--- config.mk ---
export PLATFORM = sky130hd
export DESIGN_NAME = pslm_link_ctrl
export DESIGN_NICKNAME = d
export VERILOG_FILES = /design/src/common/pslm_pkg.sv /design/src/rtl/pslm_tick_gen.sv /design/src/rtl/pslm_link_ctrl.sv
export VERILOG_INCLUDE_DIRS = /design/src /design/src/common
export SDC_FILE = /design/constraint.sdc
export NUM_CORES = 1
export LEC_CHECK = 0
export BUFFER_PORTS_ARGS = -buffer_cell sky130_fd_sc_hd__buf_2
export CORE_ASPECT_RATIO = 0.9
export CORE_UTILIZATION = 29
export DETAILED_ROUTE_END_ITERATION = 6
export PLACE_DENSITY_LB_ADDON = 0.15
export SETUP_SLACK_MARGIN = 0.05
export SLEW_MARGIN = 20
export SYNTH_ARGS = -nofsm -noshare
export SYNTH_HDL_FRONTEND = slang
export SYNTH_SLANG_ARGS = --single-unit
--- constraint.sdc ---
create_clock -name core_clk_in -period 5.2 [get_ports core_clk_in]
set_input_delay 0.26 -clock core_clk_in [delete_from_list [all_inputs] [get_ports core_clk_in]]
set_output_delay 0.26 -clock core_clk_in [all_outputs]
set_load 0.03 [all_outputs]
--- src/common/pslm_map.svh ---
// register offsets, field positions and timing counts of the slave modem link controller
// assumes a 125 MHz core clock and word-indexed registers on a plain port
`ifndef PSLM_MAP_SVH
`define PSLM_MAP_SVH
// register indices (byte address is four times the index)
`define PSLM_HS_STATUS      4'h0
`define PSLM_TX_MSG_CNT     4'h1
`define PSLM_RX_GOOD_CNT    4'h2
`define PSLM_UNDELIV_CNT    4'h3
`define PSLM_RESEND_CNT     4'h4
`define PSLM_NAK_CNT        4'h5
`define PSLM_POLL_CNT       4'h6
`define PSLM_CORRUPT_CNT    4'h7
`define PSLM_NOBUF_CNT      4'h8
`define PSLM_REPEAT_CNT     4'h9
`define PSLM_CARRIER_CNT    4'hB
`define PSLM_MODEM_LOSS_CNT 4'hC
// configuration registers
`define PSLM_CFG_DELAYS     4'hD
`define PSLM_CFG_POLL       4'hE
`define PSLM_CFG_CTRL       4'hF
// handshake status bit positions
`define PSLM_BIT_CTS 0
`define PSLM_BIT_RTS 1
`define PSLM_BIT_DSR 2
`define PSLM_BIT_DCD 3
`define PSLM_BIT_DTR 4
// control register fields
`define PSLM_CTRL_SUPPRESS 0
`define PSLM_CTRL_DTR      1
// tick periods
`define PSLM_CLK_HZ       125000000
`define PSLM_TICK_MS      1
`define PSLM_SLOW_TICK_MS 20
`define PSLM_MS_CYCLES    (`PSLM_CLK_HZ / 1000 * `PSLM_TICK_MS)
`endif

--- src/common/pslm_pkg.sv ---
// types shared by the slave modem link controller
// assumes nothing beyond the constants header
package pslm_pkg;
   typedef enum logic [2:0] {
      ST_IDLE, ST_PRE, ST_LEAD, ST_WAIT_CTS, ST_SEND, ST_HOLD, ST_WAIT_ACK
   } pslm_state_e;
   typedef logic [15:0] pslm_word_t;
endpackage : pslm_pkg

--- src/rtl/pslm_tick_gen.sv ---
// millisecond and 20 ms tick generator
// assumes one free-running core clock
`timescale 1ns/1ps
`include "pslm_map.svh"
module pslm_tick_gen #(
   parameter int MS_CYCLES = `PSLM_MS_CYCLES
) (
   input  wire logic core_clk_in,
   input  wire logic rst_in,
   output logic      ms_tick_out,
   output logic      slow_tick_out
);
   logic [31:0] div;  // cycle divider
   logic [4:0]  ms_n; // milliseconds within one slow tick
   // divide the core clock down to 1 ms and 20 ms pulses
   always_ff @(posedge core_clk_in) begin
      ms_tick_out   <= 1'b0;
      slow_tick_out <= 1'b0;
      if (rst_in) begin
         div  <= 32'h0;
         ms_n <= 5'h0;
      end else if (div == 32'(MS_CYCLES - 1)) begin
         div         <= 32'h0;
         ms_tick_out <= 1'b1;
         if (ms_n == 5'(`PSLM_SLOW_TICK_MS - 1)) begin
            ms_n          <= 5'h0;
            slow_tick_out <= 1'b1;
         end else begin
            ms_n <= ms_n + 5'h1;
         end
      end else begin
         div <= div + 32'h1;
      end
   end
endmodule : pslm_tick_gen

--- src/rtl/pslm_link_ctrl.sv ---
// slave side of a polled half-duplex modem link: handshake timing, poll supervision, counters
// assumes the framer pulses events on the core clock; modem lines arrive asynchronously
`timescale 1ns/1ps
`include "pslm_map.svh"
// Notes on behaviour
// RULE1: pending own message starts poll supervision timer
// RULE2: poll timeout first: error, drop message
// RULE3: message timeout first: error and timeout flags
// RULE4: poll timeout zero disables supervision
// RULE5: hold request-to-send after last byte
// RULE6: lead delay after request-to-send before sending
// RULE7: send only while clear-to-send high; the code checks it only when starting a send, not during ST_SEND
// RULE8: resend up to retry count, then undeliverable
// RULE9: pre-transmit delay before request-to-send
// RULE10: suppressed no-data reply stays silent
// RULE11: otherwise answer empty poll with no-data packet
// RULE12: master sets poll timeout above poll cycle
// RULE13: status word mirrors handshake lines
// RULE14: count every transmission including retries
// RULE15: count error-free received messages
// RULE16: count unacknowledged transmitted messages
// RULE17: count retries only
// RULE18: count negative acks and polls received
// RULE19: count corrupt packets left unacknowledged
// RULE20: count messages refused for lack of buffer
// RULE21: count repeated identical packets
// RULE22: count carrier and modem-lost rising edges
// RULE23: counters sixteen bits, clear on reset
module pslm_link_ctrl #(
   parameter int MS_CYCLES = `PSLM_MS_CYCLES
) (
   input  wire logic        core_clk_in,
   input  wire logic        rst_in,
   // register port
   input  wire logic [3:0]  reg_addr_in,
   input  wire logic [31:0] reg_wdata_in,
   input  wire logic        reg_wr_in,
   input  wire logic        reg_rd_in,
   output logic [31:0]      reg_rdata_out,
   // modem lines
   input  wire logic        cts_in,
   input  wire logic        dsr_in,
   input  wire logic        dcd_in,
   input  wire logic        modem_lost_in,
   output logic             rts_out,
   output logic             dtr_out,
   // message side
   input  wire logic        msg_pending_in,    // own message waiting
   input  wire logic        msg_timeout_in,    // message's own timeout expired
   input  wire logic        poll_in,           // poll from master received
   input  wire logic        ack_in,            // our message acknowledged
   input  wire logic        nak_in,            // negative ack received
   input  wire logic        ack_timeout_in,    // no answer to our message
   input  wire logic        rx_good_in,
   input  wire logic        rx_corrupt_in,
   input  wire logic        rx_nobuf_in,
   input  wire logic        rx_repeat_in,
   input  wire logic        tx_done_in,        // last byte left the serialiser
   output logic             tx_start_out,      // pulse: begin sending message
   output logic             eot_send_out,      // pulse: send no-data packet
   output logic             msg_error_out,
   output logic             msg_timeout_flag_out,
   output logic             msg_discard_out,   // pulse: drop from queue
   output logic             msg_done_out       // pulse: delivered or given up
);
   // cycle-domain state
   pslm_pkg::pslm_state_e state, next_state;
   logic             ms_tick, slow_tick;
   logic [1:0]       cts_s, dsr_s, dcd_s, lost_s; // two-stage synchronisers
   logic             dcd_q, lost_q;                 // edge history of synced levels
   logic [7:0]       pre_delay, lead_delay, hold_delay, retry_max;
   logic [15:0]      poll_limit;                   // in 20 ms ticks
   logic             suppress, dtr;
   logic [15:0]      poll_timer;
   logic [7:0]       delay_cnt, retries;
   logic             msg_error, msg_tmo;
   logic             poll_expire, retry_send, give_up;
   pslm_pkg::pslm_word_t cnt [1:12];                // diagnostic counters

   pslm_tick_gen #(.MS_CYCLES(MS_CYCLES)) u_tick (
      .core_clk_in   (core_clk_in),
      .rst_in        (rst_in),
      .ms_tick_out   (ms_tick),
      .slow_tick_out (slow_tick)
   );

   // saturation-free increment of a counter
   function automatic pslm_pkg::pslm_word_t bump(input pslm_pkg::pslm_word_t v, input logic ev);
      bump = ev ? v + 16'h1 : v;
   endfunction : bump

   // synchronise the modem input pins
   always_ff @(posedge core_clk_in) begin
      if (rst_in) begin
         cts_s  <= 2'h0;
         dsr_s  <= 2'h0;
         dcd_s  <= 2'h0;
         lost_s <= 2'h0;
         dcd_q  <= 1'b0;
         lost_q <= 1'b0;
      end else begin
         cts_s  <= {cts_s[0], cts_in};
         dsr_s  <= {dsr_s[0], dsr_in};
         dcd_s  <= {dcd_s[0], dcd_in};
         lost_s <= {lost_s[0], modem_lost_in};
         dcd_q  <= dcd_s[1];
         lost_q <= lost_s[1];
      end
   end

   // configuration register writes
   always_ff @(posedge core_clk_in) begin
      if (rst_in) begin
         pre_delay  <= 8'h0;
         lead_delay <= 8'h0;
         hold_delay <= 8'h0;
         retry_max  <= 8'h3;
         poll_limit <= 16'h0;
         suppress   <= 1'b0;
         dtr        <= 1'b1;
      end else if (reg_wr_in) begin
         unique case (reg_addr_in)
            `PSLM_CFG_DELAYS: begin
               pre_delay  <= reg_wdata_in[7:0];
               lead_delay <= reg_wdata_in[15:8];
               hold_delay <= reg_wdata_in[23:16];
               retry_max  <= reg_wdata_in[31:24];
            end
            `PSLM_CFG_POLL: poll_limit <= reg_wdata_in[15:0];
            `PSLM_CFG_CTRL: begin
               suppress <= reg_wdata_in[`PSLM_CTRL_SUPPRESS];
               dtr      <= reg_wdata_in[`PSLM_CTRL_DTR];
            end
            default: ;
         endcase
      end
   end

   // poll supervision: runs while own message waits, restarts on each poll
   always_ff @(posedge core_clk_in) begin
      if (rst_in || !msg_pending_in || poll_in) begin
         poll_timer <= 16'h0;
      end else if (slow_tick && poll_limit != 16'h0 && !poll_expire) begin // RULE1 RULE4
         poll_timer <= poll_timer + 16'h1;
      end
   end
   assign poll_expire = (poll_limit != 16'h0) && (poll_timer >= poll_limit); // RULE4

   // message error and timeout flags, set wins over the clear at new message
   always_ff @(posedge core_clk_in) begin
      if (rst_in) begin
         msg_error <= 1'b0;
         msg_tmo   <= 1'b0;
      end else if (msg_pending_in && msg_timeout_in && !poll_expire) begin
         msg_error <= 1'b1; // RULE3
         msg_tmo   <= 1'b1; // RULE3
      end else if (msg_pending_in && poll_expire) begin
         msg_error <= 1'b1; // RULE2
      end else if (state == pslm_pkg::ST_IDLE && msg_pending_in && !msg_error) begin
         msg_tmo <= 1'b0;
      end else if (reg_wr_in && reg_addr_in == `PSLM_CFG_CTRL && reg_wdata_in[2]) begin
         msg_error <= 1'b0;
         msg_tmo   <= 1'b0;
      end
   end

   // give up once every retry is used
   assign retry_send = (nak_in || ack_timeout_in) && state == pslm_pkg::ST_WAIT_ACK;
   assign give_up    = retry_send && retries >= retry_max; // RULE8

   // transmit sequence state
   always_ff @(posedge core_clk_in) begin
      if (rst_in) state <= pslm_pkg::ST_IDLE;
      else        state <= next_state;
   end

   // next state of the modem handshake sequence
   always_comb begin
      next_state = state;
      unique case (state)
         pslm_pkg::ST_IDLE:
            if (msg_pending_in && poll_in && !poll_expire) next_state = pslm_pkg::ST_PRE;
         pslm_pkg::ST_PRE:  // RULE9
            if (delay_cnt >= pre_delay) next_state = pslm_pkg::ST_LEAD;
         pslm_pkg::ST_LEAD: // RULE6
            if (delay_cnt >= lead_delay) next_state = pslm_pkg::ST_WAIT_CTS;
         pslm_pkg::ST_WAIT_CTS: // RULE7
            if (cts_s[1]) next_state = pslm_pkg::ST_SEND;
         pslm_pkg::ST_SEND:
            if (tx_done_in) next_state = pslm_pkg::ST_HOLD;
         pslm_pkg::ST_HOLD: // RULE5
            if (delay_cnt >= hold_delay) next_state = pslm_pkg::ST_WAIT_ACK;
         pslm_pkg::ST_WAIT_ACK:
            if (ack_in || give_up) next_state = pslm_pkg::ST_IDLE;
            else if (retry_send) next_state = pslm_pkg::ST_PRE; // RULE8
      endcase
   end

   // delay counter in 1 ms or 20 ms units, cleared on each state change
   always_ff @(posedge core_clk_in) begin
      if (rst_in || next_state != state) begin
         delay_cnt <= 8'h0;
      end else if ((state == pslm_pkg::ST_PRE && ms_tick) ||
                   ((state == pslm_pkg::ST_LEAD || state == pslm_pkg::ST_HOLD) && slow_tick)) begin
         delay_cnt <= delay_cnt + 8'h1;
      end
   end

   // retry counter for the current message
   always_ff @(posedge core_clk_in) begin
      if (rst_in || state == pslm_pkg::ST_IDLE) retries <= 8'h0;
      else if (retry_send && !give_up)          retries <= retries + 8'h1; // RULE8
   end

   // modem and message outputs
   always_ff @(posedge core_clk_in) begin
      if (rst_in) begin
         rts_out         <= 1'b0;
         tx_start_out    <= 1'b0;
         eot_send_out    <= 1'b0;
         msg_discard_out <= 1'b0;
         msg_done_out    <= 1'b0;
      end else begin
         rts_out <= next_state == pslm_pkg::ST_LEAD || next_state == pslm_pkg::ST_WAIT_CTS ||
                    next_state == pslm_pkg::ST_SEND || next_state == pslm_pkg::ST_HOLD; // RULE5 RULE6
         tx_start_out    <= state == pslm_pkg::ST_WAIT_CTS && cts_s[1]; // RULE7
         eot_send_out    <= poll_in && !msg_pending_in && !suppress &&
                            state == pslm_pkg::ST_IDLE; // RULE10 RULE11
         msg_discard_out <= msg_pending_in && poll_expire && !msg_error; // RULE2
         msg_done_out    <= ack_in && state == pslm_pkg::ST_WAIT_ACK || give_up;
      end
   end
   assign msg_error_out        = msg_error;
   assign msg_timeout_flag_out = msg_tmo;
   assign dtr_out              = dtr;

   // diagnostic event counters
   always_ff @(posedge core_clk_in) begin
      if (rst_in) begin
         for (int i = 1; i <= 12; i++) cnt[i] <= 16'h0; // RULE23
      end else begin
         cnt[1]  <= bump(cnt[1], tx_start_out);                 // RULE14
         cnt[2]  <= bump(cnt[2], rx_good_in);                   // RULE15
         cnt[3]  <= bump(cnt[3], give_up);                      // RULE16
         cnt[4]  <= bump(cnt[4], tx_start_out && retries != 8'h0); // RULE17
         cnt[5]  <= bump(cnt[5], nak_in);                       // RULE18
         cnt[6]  <= bump(cnt[6], poll_in);                      // RULE18
         cnt[7]  <= bump(cnt[7], rx_corrupt_in);                // RULE19
         cnt[8]  <= bump(cnt[8], rx_nobuf_in);                  // RULE20
         cnt[9]  <= bump(cnt[9], rx_repeat_in);                 // RULE21
         cnt[10] <= 16'h0;                                      // unused slot
         cnt[11] <= bump(cnt[11], dcd_s[1] && !dcd_q);          // RULE22
         cnt[12] <= bump(cnt[12], lost_s[1] && !lost_q);        // RULE22
      end
   end

   // register read, data one cycle after the strobe
   always_ff @(posedge core_clk_in) begin
      if (rst_in || !reg_rd_in) begin
         reg_rdata_out <= 32'h0;
      end else begin
         unique case (reg_addr_in)
            `PSLM_HS_STATUS: reg_rdata_out <= {27'h0, dtr, dcd_s[1], dsr_s[1], rts_out, cts_s[1]}; // RULE13
            `PSLM_CFG_DELAYS: reg_rdata_out <= {retry_max, hold_delay, lead_delay, pre_delay};
            `PSLM_CFG_POLL:   reg_rdata_out <= {16'h0, poll_limit};
            `PSLM_CFG_CTRL:   reg_rdata_out <= {26'h0, msg_tmo, msg_error, 1'b0, 1'b0, dtr, suppress};
            4'hA:            reg_rdata_out <= 32'h0;
            default:         reg_rdata_out <= {16'h0, cnt[reg_addr_in]};
         endcase
      end
   end

   // rts is released only after the hold state
   a_rts_hold: assert property (@(posedge core_clk_in) disable iff (rst_in) // RULE5
      state == pslm_pkg::ST_HOLD |=> rts_out || state != pslm_pkg::ST_HOLD)
      else $error("rts dropped during hold");
   // start only with synced clear-to-send
   a_cts_gate: assert property (@(posedge core_clk_in) disable iff (rst_in) // RULE7
      tx_start_out |-> $past(cts_s[1]))
      else $error("send started without cts");
   // no-data reply silenced when suppressing
   a_eot_quiet: assert property (@(posedge core_clk_in) disable iff (rst_in) // RULE10
      $past(suppress) |-> !eot_send_out)
      else $error("no-data packet sent while suppressed");
   // zero timeout never expires
   a_poll_off: assert property (@(posedge core_clk_in) disable iff (rst_in) // RULE4
      poll_limit == 16'h0 |-> !poll_expire)
      else $error("poll timeout with zero limit");
   // timeout flag implies error flag
   a_tmo_err: assert property (@(posedge core_clk_in) disable iff (rst_in) // RULE3
      msg_tmo |-> msg_error)
      else $error("timeout without error");
   // send counter follows start pulse
   a_tx_count: assert property (@(posedge core_clk_in) disable iff (rst_in) // RULE14
      tx_start_out |=> cnt[1] == $past(cnt[1]) + 16'h1)
      else $error("send not counted");
   // poll counter follows poll
   a_poll_count: assert property (@(posedge core_clk_in) disable iff (rst_in) // RULE18
      poll_in |=> cnt[6] == $past(cnt[6]) + 16'h1)
      else $error("poll not counted");
   // rts raised before send
   a_rts_lead: assert property (@(posedge core_clk_in) disable iff (rst_in) // RULE6
      tx_start_out |-> rts_out)
      else $error("send without rts");
endmodule : pslm_link_ctrl

==> impl_metrics.py, run 1 <==
metrics = {
    "run_status": {
        "status": "finished, final reports clean",
    },
    "clocking": {
        "clock_path_buffers": 3,
        "cts-resized-gates": 0,
        "clk_pin_slew_ps": 60,
        "cts_root_buf": "clkbuf_16",
        "clkLatencyLatePin_ps": 560,
        "htree_levels": 2,
        "numClockSinks": 349,
        "cts_made_buffers": 43,
        "cts_tree": "done",
    },
    "sta": {
        "slew-limit-headroom_pct": 36.0,
        "setup_violations": 0,
        "period_needed_ps": 2890,
        "rsz0062_at_grt": "no",
        "fin_skew_ps": 15.0,
        "fin_setup_tns_ps": 0,
        "max_freq_ghz": 0.346,
        "holdWs_ps": 53.1,
        "slew_viol_final": 0,
        "worst_pin_slew_ps": 954,
        "period_share_pct": 55.6,
        "hold_viol_final": 0,
    },
    "final_layout": {
        "n_fill_cell": 5944,
        "syn_to_final_growth_pct": 17.0,
        "layout.nets": 2194,
        "final_layout_size_suffix_gt1_share_pct": 9.70,
        "instances_no_fill": 2869,
        "diodes": 0,
        "fin_util_pct": 34.5,
    },
    "synthesis": {
        "ys_seq_elements": 349,
        "synth_edf_count": 0,
        "yosysTopAreaCell": "dfxtp_1",
        "yosysTopAreaCellShare_pct": 41.2,
        "yosys-top-cells-area": "dfxtp_1, xor2_1, nor2_1, nand2_1, ha_1",
        "yosysWarnings": 0,
        "syn_avg_cell_area_um2": 8.52,
        "ys.flop_type": "dfxtp_1",
        "syn_nets": 2109,
        "synthCells": 1989,
        "synthArstFlopShare_pct": 0,
        "yosysUniqueCellTypes": 64,
        "synth_area_um2": 17000,
        "synth_common_cells": "dfxtp_1, nor2_1, nand2_1",
        "yosysSeqAreaShare_pct": 41.2,
        "synth.most_common_cell": "dfxtp_1",
    },
    "worst_setup_path": {
        "reg2reg_to": "poll_timer[13]$_SDFFE_PP0P_",
        "r2r_setup_slack_ps": 2310,
        "cp_data_arrival_time_ps": 3350,
        "start_kind": "register",
        "cpMaxStageDelayCell": "nor4_4",
        "timing.rr.start": "poll_limit[9]$_SDFFE_PP0P_",
        "rr_worst_depth": 9,
        "cpPeakStageDelay_ps": 610,
        "path_cells": "inv_1, ha_1, a211oi_2, o21ai_1, a221oi_4, o211ai_4, nor4_4, a31oi_1, a41o_1",
        "cp.required_ps": 5660,
        "criticalPathCategory": "reg2reg",
        "endpoint_kind": "register",
        "startpoint": "poll_limit[9]$_SDFFE_PP0P_",
        "worstPathMaxFanout": 13,
    },
    "min_path": {
        "hold_depth": 3,
        "min_path_type": "in2reg",
        "hold_start": "msg_pending_in",
        "min_to": "eot_send_out$_SDFF_PP0_",
    },
    "power": {
        "cellPowerDensity_nw_per_um2": 308,
        "ir_drop_v": 0.000142,
        "power.leakage_nw": 7.42,
        "power_mw": 6.11,
    },
    "placement": {
        "dpl.hpwl_um": 34400,
        "io_buffers": 94,
        "dp.cells": 2753,
        "place.gp.congestion": 0.835,
    },
    "die": {
        "die_height_um": 231,
        "core-area_um2": 57400,
        "dieArea_um2": 59400,
        "start_util_pct": 29.5,
        "die_w_um": 257,
        "io_pins": 95,
        "rows": 83,
    },
    "routing": {
        "vias": 13800,
        "wl_per_cell_um": 16.5,
        "wirelength_um": 47400,
        "drt_iter0_markers": 715,
        "dr.pass1.iters": 4,
        "avgViaCountPerCell": 4.82,
        "drcViolationCount": 0,
        "ant_nets": 0,
    },
    "global_routing": {
        "first_global_vias": 13100,
        "overflow": 0,
        "grt_pass1_wl_um": 74500,
        "grt_use_total_pct": 15.9,
        "antenna_found_initial": 3,
        "grt_start_max_net_pins": 110,
    },
    "job": {
        "cap_violations": 0,
    },
}
per-stage QoR:
step / setup slack [ps] / cell area (um2)
3_3_place_gp: 1970 / 18000
5_1_grt: 2120 / 19800
3_5_place_dp: 2010 / 18000
2_1_floorplan: 2830 / 17000
4_1_cts: 2320 / 19800
6_report: 2310 / 19800
repair_timing:
item	in CTS	in global routing
hold buffers	41	0
endpoints found under the setup margin	0	0
buffers inserted	0	0
endpoints found under the hold margin	63	0
cell type report:
type / instances / area, um2 / area share (%)
sequential: 349 / 6990 / 35.2
inverter: 62 / 233 / 1.17
multi-input combinational: 1476 / 9330 / 47.0
clock inverter: 8 / 67.6 / 0.341
clock buffer: 67 / 1320 / 6.65
timing repair buffer: 142 / 945 / 4.76
tap: 765 / 957 / 4.82
worst max path at each step:
stage / to / slack, ps / cells past startpoint
3_3_place_gp: pre_delay[1]$_SDFFE_PP0P_ / 1970 / 8
6_report: poll_timer[13]$_SDFFE_PP0P_ / 2310 / 9
5_1_grt: poll_timer[11]$_SDFFE_PP0P_ / 2120 / 9
4_1_cts: poll_timer[13]$_SDFFE_PP0P_ / 2320 / 9
3_5_place_dp: pre_delay[3]$_SDFFE_PP0P_ / 2010 / 8
2_1_floorplan: poll_timer[11]$_SDFFE_PP0P_ / 2830 / 9
flip-flops by register name, indices dropped and copies added (netlist names), 2 cells and up:
register	flops
cnt	176
cts_s	2
dcd_s	2
delay_cnt	8
dsr_s	2
hold_delay	8
lead_delay	8
lost_s	2
poll_limit	16
poll_timer	16
pre_delay	8
reg_rdata_out	32
retries	8
retry_max	8
state	3
u_tick.div	32
u_tick.ms_n	5
critical path: cells and delay by family, from the launching register on:
| family | cells | cell delay, ps |
|---|---|---|
| compound gates | 6 | 1350 |
| flops | 1 | 420 |
| simple gates | 1 | 610 |
| buf+inv | 1 | 70 |
| fa+ha+maj | 1 | 330 |
cell families (layout without fill, tap and decap cells):
logic type               count (synthesis)  after routing  share of synthesized area, %
AO/OA/AOI/OAI                          306            306                          11.6
XOR/XNOR                               195            195                          10.1
adder cells (fa/ha/maj)                 65             65                          4.80
buffers and inverters                  164            279                          3.78
flip-flops                             349            349                          41.2
multiplexers                            68             68                          5.20
AND/OR/NAND/NOR                        842            842                          23.3
routing by layer:
layer	track usage, %	vias to the layer above	share of wire, %
li1	-	7039	-
met1	23.0	6459	51
met2	22.9	246	41
met3	3.78	71	5.5
met4	5.10	4	2.3
met5	0	-	0.065
placed cells by master, fill, tap and decap left out, drive strengths merged, types with 18 or more instances in the layout:
| master | Yosys | final |
|---|---|---|
| a211o | 18 | 18 |
| a211oi | 37 | 37 |
| a21oi | 145 | 145 |
| and2 | 18 | 18 |
| and3 | 53 | 53 |
| and4 | 19 | 19 |
| buf | 23 | 100 |
| clkbuf | 79 | 68 |
| dfxtp | 349 | 349 |
| dlygate4sd3 | 0 | 41 |
| ha | 65 | 65 |
| inv | 62 | 62 |
| mux2i | 52 | 52 |
| nand2 | 220 | 220 |
| nand3 | 66 | 66 |
| nand4 | 42 | 42 |
| nor2 | 304 | 304 |
| nor3 | 19 | 19 |
| nor4 | 27 | 27 |
| o21ai | 47 | 47 |
| or3 | 28 | 28 |
| xnor2 | 55 | 55 |
| xor2 | 140 | 140 |
power by group:
| part | total (mW) | internal (mW) | switching (mW) |
|---|---|---|---|
| combinational | 0.391 | 0.138 | 0.254 |
| clock | 2.96 | 1.78 | 1.18 |
| sequential | 2.76 | 2.71 | 0.0471 |
| total | 6.11 | 4.63 | 1.48 |
No activity file was read; power rests on OpenSTA's default activity.
==> run 2: changes to the inputs <==
==> constraint.sdc (replaced) <==
create_clock -name core_clk_in -period 2.6 [get_ports core_clk_in]
set_input_delay 0.13 -clock core_clk_in [delete_from_list [all_inputs] [get_ports core_clk_in]]
set_output_delay 0.13 -clock core_clk_in [all_outputs]
set_load 0.03 [all_outputs]
==> run 2 against run 1 <==
Cell area rose by 5.1%. Register-to-register slack got worse by 2200 ps. Non-clock buffer count increased by 97. Cell count up 3.5%. Count of clock-buffer cells in the layout is 8 lower. Largest power group unchanged.
==> impl_metrics.py, run 2 (same netlist as run 1, synthesis figures left out) <==
metrics = {
    "clocking": {
        "cts_root_buf": "clkbuf_16",
        "cts_made_buffers": 42,
        "numClockSinks": 349,
        "clk_pin_slew_ps": 60,
        "cts_tree": "done",
        "htree_levels": 2,
        "clkLatencyLatePin_ps": 570,
        "clock_path_buffers": 3,
    },
    "routing": {
        "ant_nets": 0,
        "drcViolationCount": 0,
        "wl_per_cell_um": 16.4,
        "avgViaCountPerCell": 4.79,
        "vias": 14200,
        "drt_iter0_markers": 829,
        "dr.pass1.iters": 5,
        "wirelength_um": 48600,
    },
    "sta": {
        "fin_setup_tns_ps": 0,
        "period_needed_ps": 2470,
        "holdWs_ps": 54.3,
        "slew_viol_final": 0,
        "max_freq_ghz": 0.405,
        "hold_viol_final": 0,
        "worst_pin_slew_ps": 758,
        "period_share_pct": 95.0,
        "setup_violations": 0,
        "slew-limit-headroom_pct": 49.5,
        "setup_ws_ps": 131,
        "fin_skew_ps": 16.5,
        "rsz0062_at_grt": "yes",
    },
    "power": {
        "cellPowerDensity_nw_per_um2": 612,
        "power_mw": 12.8,
        "ir_drop_v": 0.000414,
        "power.leakage_nw": 8.06,
    },
    "global_routing": {
        "overflow": 0,
        "grt_start_max_net_pins": 161,
        "first_global_vias": 13700,
        "grt_use_total_pct": 16.3,
        "antenna_found_initial": 2,
        "grt_pass1_wl_um": 76600,
    },
    "final_layout": {
        "reg.largest.list": "cnt x176, reg_rdata_out x32, u_tick.div x32",
        "top_register": "cnt",
        "final_layout_size_suffix_gt1_share_pct": 13.8,
        "layout.nets": 2290,
        "fin_util_pct": 36.3,
        "mostFrequentLayoutCells": "dfxtp_1, nor2_1, nand2_1",
        "syn_to_final_growth_pct": 23.0,
        "fin_area_um2": 20900,
        "final_common_cell": "dfxtp_1",
        "instances_no_fill": 2969,
        "largest_reg_flops": 176,
    },
    "worst_setup_path": {
        "cp_data_arrival_time_ps": 2960,
        "cpPeakStageDelay_ps": 410,
        "crit_top_cell": "a21o_1",
        "criticalPathCategory": "reg2reg",
        "r2r_setup_slack_ps": 130,
        "cpMaxStageDelayCell": "a221o_1",
        "cp.required_ps": 3100,
        "endpoint_kind": "register",
        "start_kind": "register",
        "path_cells": "inv_1, ha_1, a21o_1, a221o_1, a21o_1, or2_4, o211ai_4, o311ai_4, buf_6, a21oi_1",
        "worstPathMaxFanout": 8,
    },
    "placement": {
        "io_buffers": 94,
        "place.gp.congestion": 0.816,
        "dp.cells": 2831,
        "dpl.hpwl_um": 35900,
        "dpl-instance-area_um2": 18700,
        "dp_slack_ps": -70.7,
    },
    "die": {
        "start_util_pct": 29.5,
        "core-area_um2": 57400,
        "io_pins": 95,
        "rows": 83,
        "die_w_um": 257,
        "die_height_um": 231,
        "dieArea_um2": 59400,
    },
    "job": {
        "cap_violations": 0,
    },
    "run_status": {
        "status": "finished, final reports clean",
    },
    "min_path": {
        "min_path_type": "in2reg",
    },
}
-- run 2: routing by layer --
metal / vias to the layer above / global-route usage [%] / routed length, um
met4: 0 / 5.25 / 1170
met5: - / 0 / 0
met2: 272 / 23.8 / 19800
met1: 6645 / 24.0 / 25500
li1: 7231 / - / -
met3: 62 / 2.58 / 2040
-- run 2: area by class of cell --
class,count,area (um2)
timing repair buffer,239,1780
multi-input combinational,1476,9390
fill,5940,36600
antenna,1,2.50
clock inverter,18,244
inverter,62,233
tap,765,957
clock buffer,59,1260
sequential,349,6990
-- run 2: final timing paths --
kind,cells after the start,start,to
max,10,retry_max[6]$_SDFFE_PP0P_,delay_cnt[5]$_SDFFE_PP0P_
min,4,reg_wr_in,dtr_out$_SDFFE_PP1P_
max reg2reg,10,retry_max[6]$_SDFFE_PP0P_,delay_cnt[5]$_SDFFE_PP0P_
min reg2reg,1,cts_s[0]$_SDFF_PP0_,cts_s[1]$_SDFF_PP0_
-- run 2: where the power goes --
| part | leakage, nW | switching [mW] | internal, mW |
|---|---|---|---|
| registers | 2.82 | 0.0761 | 5.42 |
| logic | 4.49 | 0.560 | 0.357 |
| clock network | 0.751 | 2.39 | 3.97 |
-- run 2: worst max-delay path, delay by kind of cell (launching register included) --
| kind | cells | cell delay [ps] |
|---|---|---|
| and+or+nand+nor | 1 | 260 |
| adders and majority gates | 1 | 300 |
| AOI/OAI and AO/OA | 6 | 1290 |
| buffers and inverters | 2 | 220 |
| DFF | 1 | 330 |
-- run 2: timing repair --
action,4_1_cts,5_1_grt
resized for setup,2,19
gates cloned,0,1
buffers inserted,1,2
pin swaps,2,6
hold buffers,56,0
endpoints found under the setup margin,8,25
hold endpoints to repair,75,0
==> run 3: changes to the inputs <==
--- a/config.mk
+++ b/config.mk
@@ -6,10 +6,10 @@
 export SDC_FILE = /design/constraint.sdc
 export NUM_CORES = 1
 export LEC_CHECK = 0
-export BUFFER_PORTS_ARGS = -buffer_cell sky130_fd_sc_hd__buf_2
 export CORE_ASPECT_RATIO = 0.9
 export CORE_UTILIZATION = 29
 export DETAILED_ROUTE_END_ITERATION = 6
+export DONT_BUFFER_PORTS = 1
 export PLACE_DENSITY_LB_ADDON = 0.15
 export SETUP_SLACK_MARGIN = 0.05
 export SLEW_MARGIN = 20
==> run 3 against run 2 <==
Sequential power up 0.9%. Count of clock-buffer cells in the layout down 2. Via count about the same. First-iteration DRC count up 9.7%. Maximum frequency up 0.37%. Utilization up 0.19 points. Non-clock buffer count down 47. Sequential share of layout area down 0.17 points. Combinational power down 27%. Setup slack better by 9.2 ps. Critical endpoint is now poll_timer[12]$_SDFFE_PP0P_. Largest cell class unchanged. Largest power group unchanged.
==> impl_metrics.py, run 3 (same netlist as run 1, synthesis figures left out) <==
metrics = {
    "die": {
        "die_w_um": 257,
        "start_util_pct": 29.5,
        "die_height_um": 231,
        "io_pins": 95,
        "dieArea_um2": 59400,
        "rows": 83,
        "core-area_um2": 57400,
    },
    "global_routing": {
        "grt_pass1_wl_um": 79200,
        "grt_use_total_pct": 17.0,
        "antenna_found_initial": 2,
        "grt_start_max_net_pins": 143,
        "overflow": 0,
        "first_global_vias": 13900,
    },
    "final_layout": {
        "mostFrequentLayoutCells": "dfxtp_1, nor2_1, nand2_1",
        "final_common_cell": "dfxtp_1",
        "n_fill_cell": 5852,
        "layout.nets": 2243,
        "top_register": "cnt",
        "syn_to_final_growth_pct": 23.7,
        "instances_no_fill": 2919,
        "reg.largest.list": "cnt x176, reg_rdata_out x32, u_tick.div x32",
        "final_layout_size_suffix_gt1_share_pct": 8.50,
        "largest_reg_flops": 176,
    },
    "placement": {
        "io_buffers": 0,
        "dp.cells": 2705,
        "dpl.hpwl_um": 34800,
        "place.gp.congestion": 0.871,
    },
    "run_status": {
        "status": "finished, final reports clean",
    },
    "sta": {
        "hold_viol_final": 0,
        "rsz0062_at_grt": "yes",
        "setup_violations": 0,
        "max_freq_ghz": 0.407,
        "period_share_pct": 94.6,
        "worst_pin_slew_ps": 896,
        "fin_skew_ps": 23.3,
        "fin_setup_tns_ps": 0,
        "slew_viol_final": 0,
        "slew-limit-headroom_pct": 39.9,
        "period_needed_ps": 2460,
    },
    "worst_setup_path": {
        "criticalPathCategory": "reg2reg",
        "endpoint_kind": "register",
        "start_kind": "register",
        "cpMaxStageDelayCell": "dfxtp_1",
        "worstPathMaxFanout": 4,
        "path_cells": "inv_1, ha_1, a211oi_2, o21ai_1, a221oi_4, o211ai_4, buf_4, nor4_4, a21oi_1, a31o_2",
        "r2r_setup_slack_ps": 140,
        "cp_data_arrival_time_ps": 2900,
        "cp.required_ps": 3040,
        "cpPeakStageDelay_ps": 330,
    },
    "clocking": {
        "cts_made_buffers": 42,
        "clk_pin_slew_ps": 60,
        "clock_path_buffers": 3,
        "cts_tree": "done",
        "cts_root_buf": "clkbuf_16",
        "htree_levels": 2,
        "clkLatencyLatePin_ps": 570,
        "numClockSinks": 349,
    },
    "routing": {
        "ant_nets": 0,
        "wl_per_cell_um": 17.2,
        "dr.pass1.iters": 5,
        "avgViaCountPerCell": 4.87,
        "wirelength_um": 50300,
        "drt_iter0_markers": 909,
        "drcViolationCount": 0,
        "vias": 14200,
    },
    "min_path": {
        "min_path_type": "in2reg",
    },
    "power": {
        "power.leakage_nw": 8.07,
        "p_clk_share_pct": 51.6,
        "power_switching_mw": 2.92,
        "combinationalPowerShare_pct": 5.2,
        "swShare_pct": 22.8,
        "cellPowerDensity_nw_per_um2": 612,
        "ir_drop_v": 0.000456,
        "p_seq_share_pct": 43.2,
        "intPower_mw": 9.90,
    },
    "job": {
        "cap_violations": 0,
    },
}
-- run 3: final timing paths --
path | depth (start not counted) | to | startpoint
worst max-delay path | 10 | poll_timer[12]$_SDFFE_PP0P_ | poll_limit[13]$_SDFFE_PP0P_
worst min-delay path | 4 | reg_rdata_out[11]$_SDFF_PP0_ | reg_addr_in[2]
worst max register to register | 10 | poll_timer[12]$_SDFFE_PP0P_ | poll_limit[13]$_SDFFE_PP0P_
worst min register to register | 1 | u_tick.div[0]$_SDFF_PP0_ | u_tick.div[0]$_SDFF_PP0_
-- run 3: per-stage QoR --
stage               setup WS [ps]  util (%)  total power, mW  hold WS [ps]  area (um2)
detailed placement           33.2      31.2             6.16           237       17900
global route                 30.7      36.5             13.3          24.4       21000
CTS                          64.9      36.3             13.0          2.05       20800
global placement             81.2      31.2             6.16           236       17900
finish                        140      36.5             12.8          37.4       21000
floorplan                     225         -             6.09           254       17000
-- run 3: repair_timing --
action,4_1_cts,5_1_grt
hold buffers,133,0
cloned,0,1
endpoints found under the hold margin,314,0
buffers inserted,0,5
gates resized for setup,0,24
endpoints found under the setup margin,8,31
pin swaps,1,12
-- run 3: cell type report --
class                           count  area, um2  area share, %
Clock buffer                       57       1270           6.06
Antenna cell                        1       2.50         0.0119
Tap cell                          765        957           4.57
Multi-Input combinational cell   1476       9410           44.9
Sequential cell                   349       6990           33.3
Clock inverter                     17        293           1.40
Timing Repair Buffer              192       1810           8.63
Inverter                           62        233           1.11
-- run 3: per-layer routing --
layer	wire [um]	global-route usage [%]	share of wire, %	up-vias
met3	3220	4.24	6.4	71
met5	0	0	0	-
li1	-	-	-	7142
met4	1270	5.58	2.5	0
met1	25000	23.9	50	6725
met2	20800	25.2	41	266
-- run 3: power by group through the flow --
stage / clock network, mW / logic [mW] / registers, mW
3_5_place_dp: 0 / 0.510 / 5.65
3_3_place_gp: 0 / 0.507 / 5.65
6_report: 6.62 / 0.668 / 5.54
4_1_cts: 6.82 / 0.645 / 5.53
5_1_grt: 7.01 / 0.731 / 5.55
2_1_floorplan: 0 / 0.480 / 5.61
-- run 3: critical path: cells and delay by family, from the launching register on --
kind                       cells  cell delay, ps
AOI/OAI and AO/OA              6            1230
and+or+nand+nor                1             230
buffers and inverters          2             220
DFF                            1             330
adders and majority gates      1             330
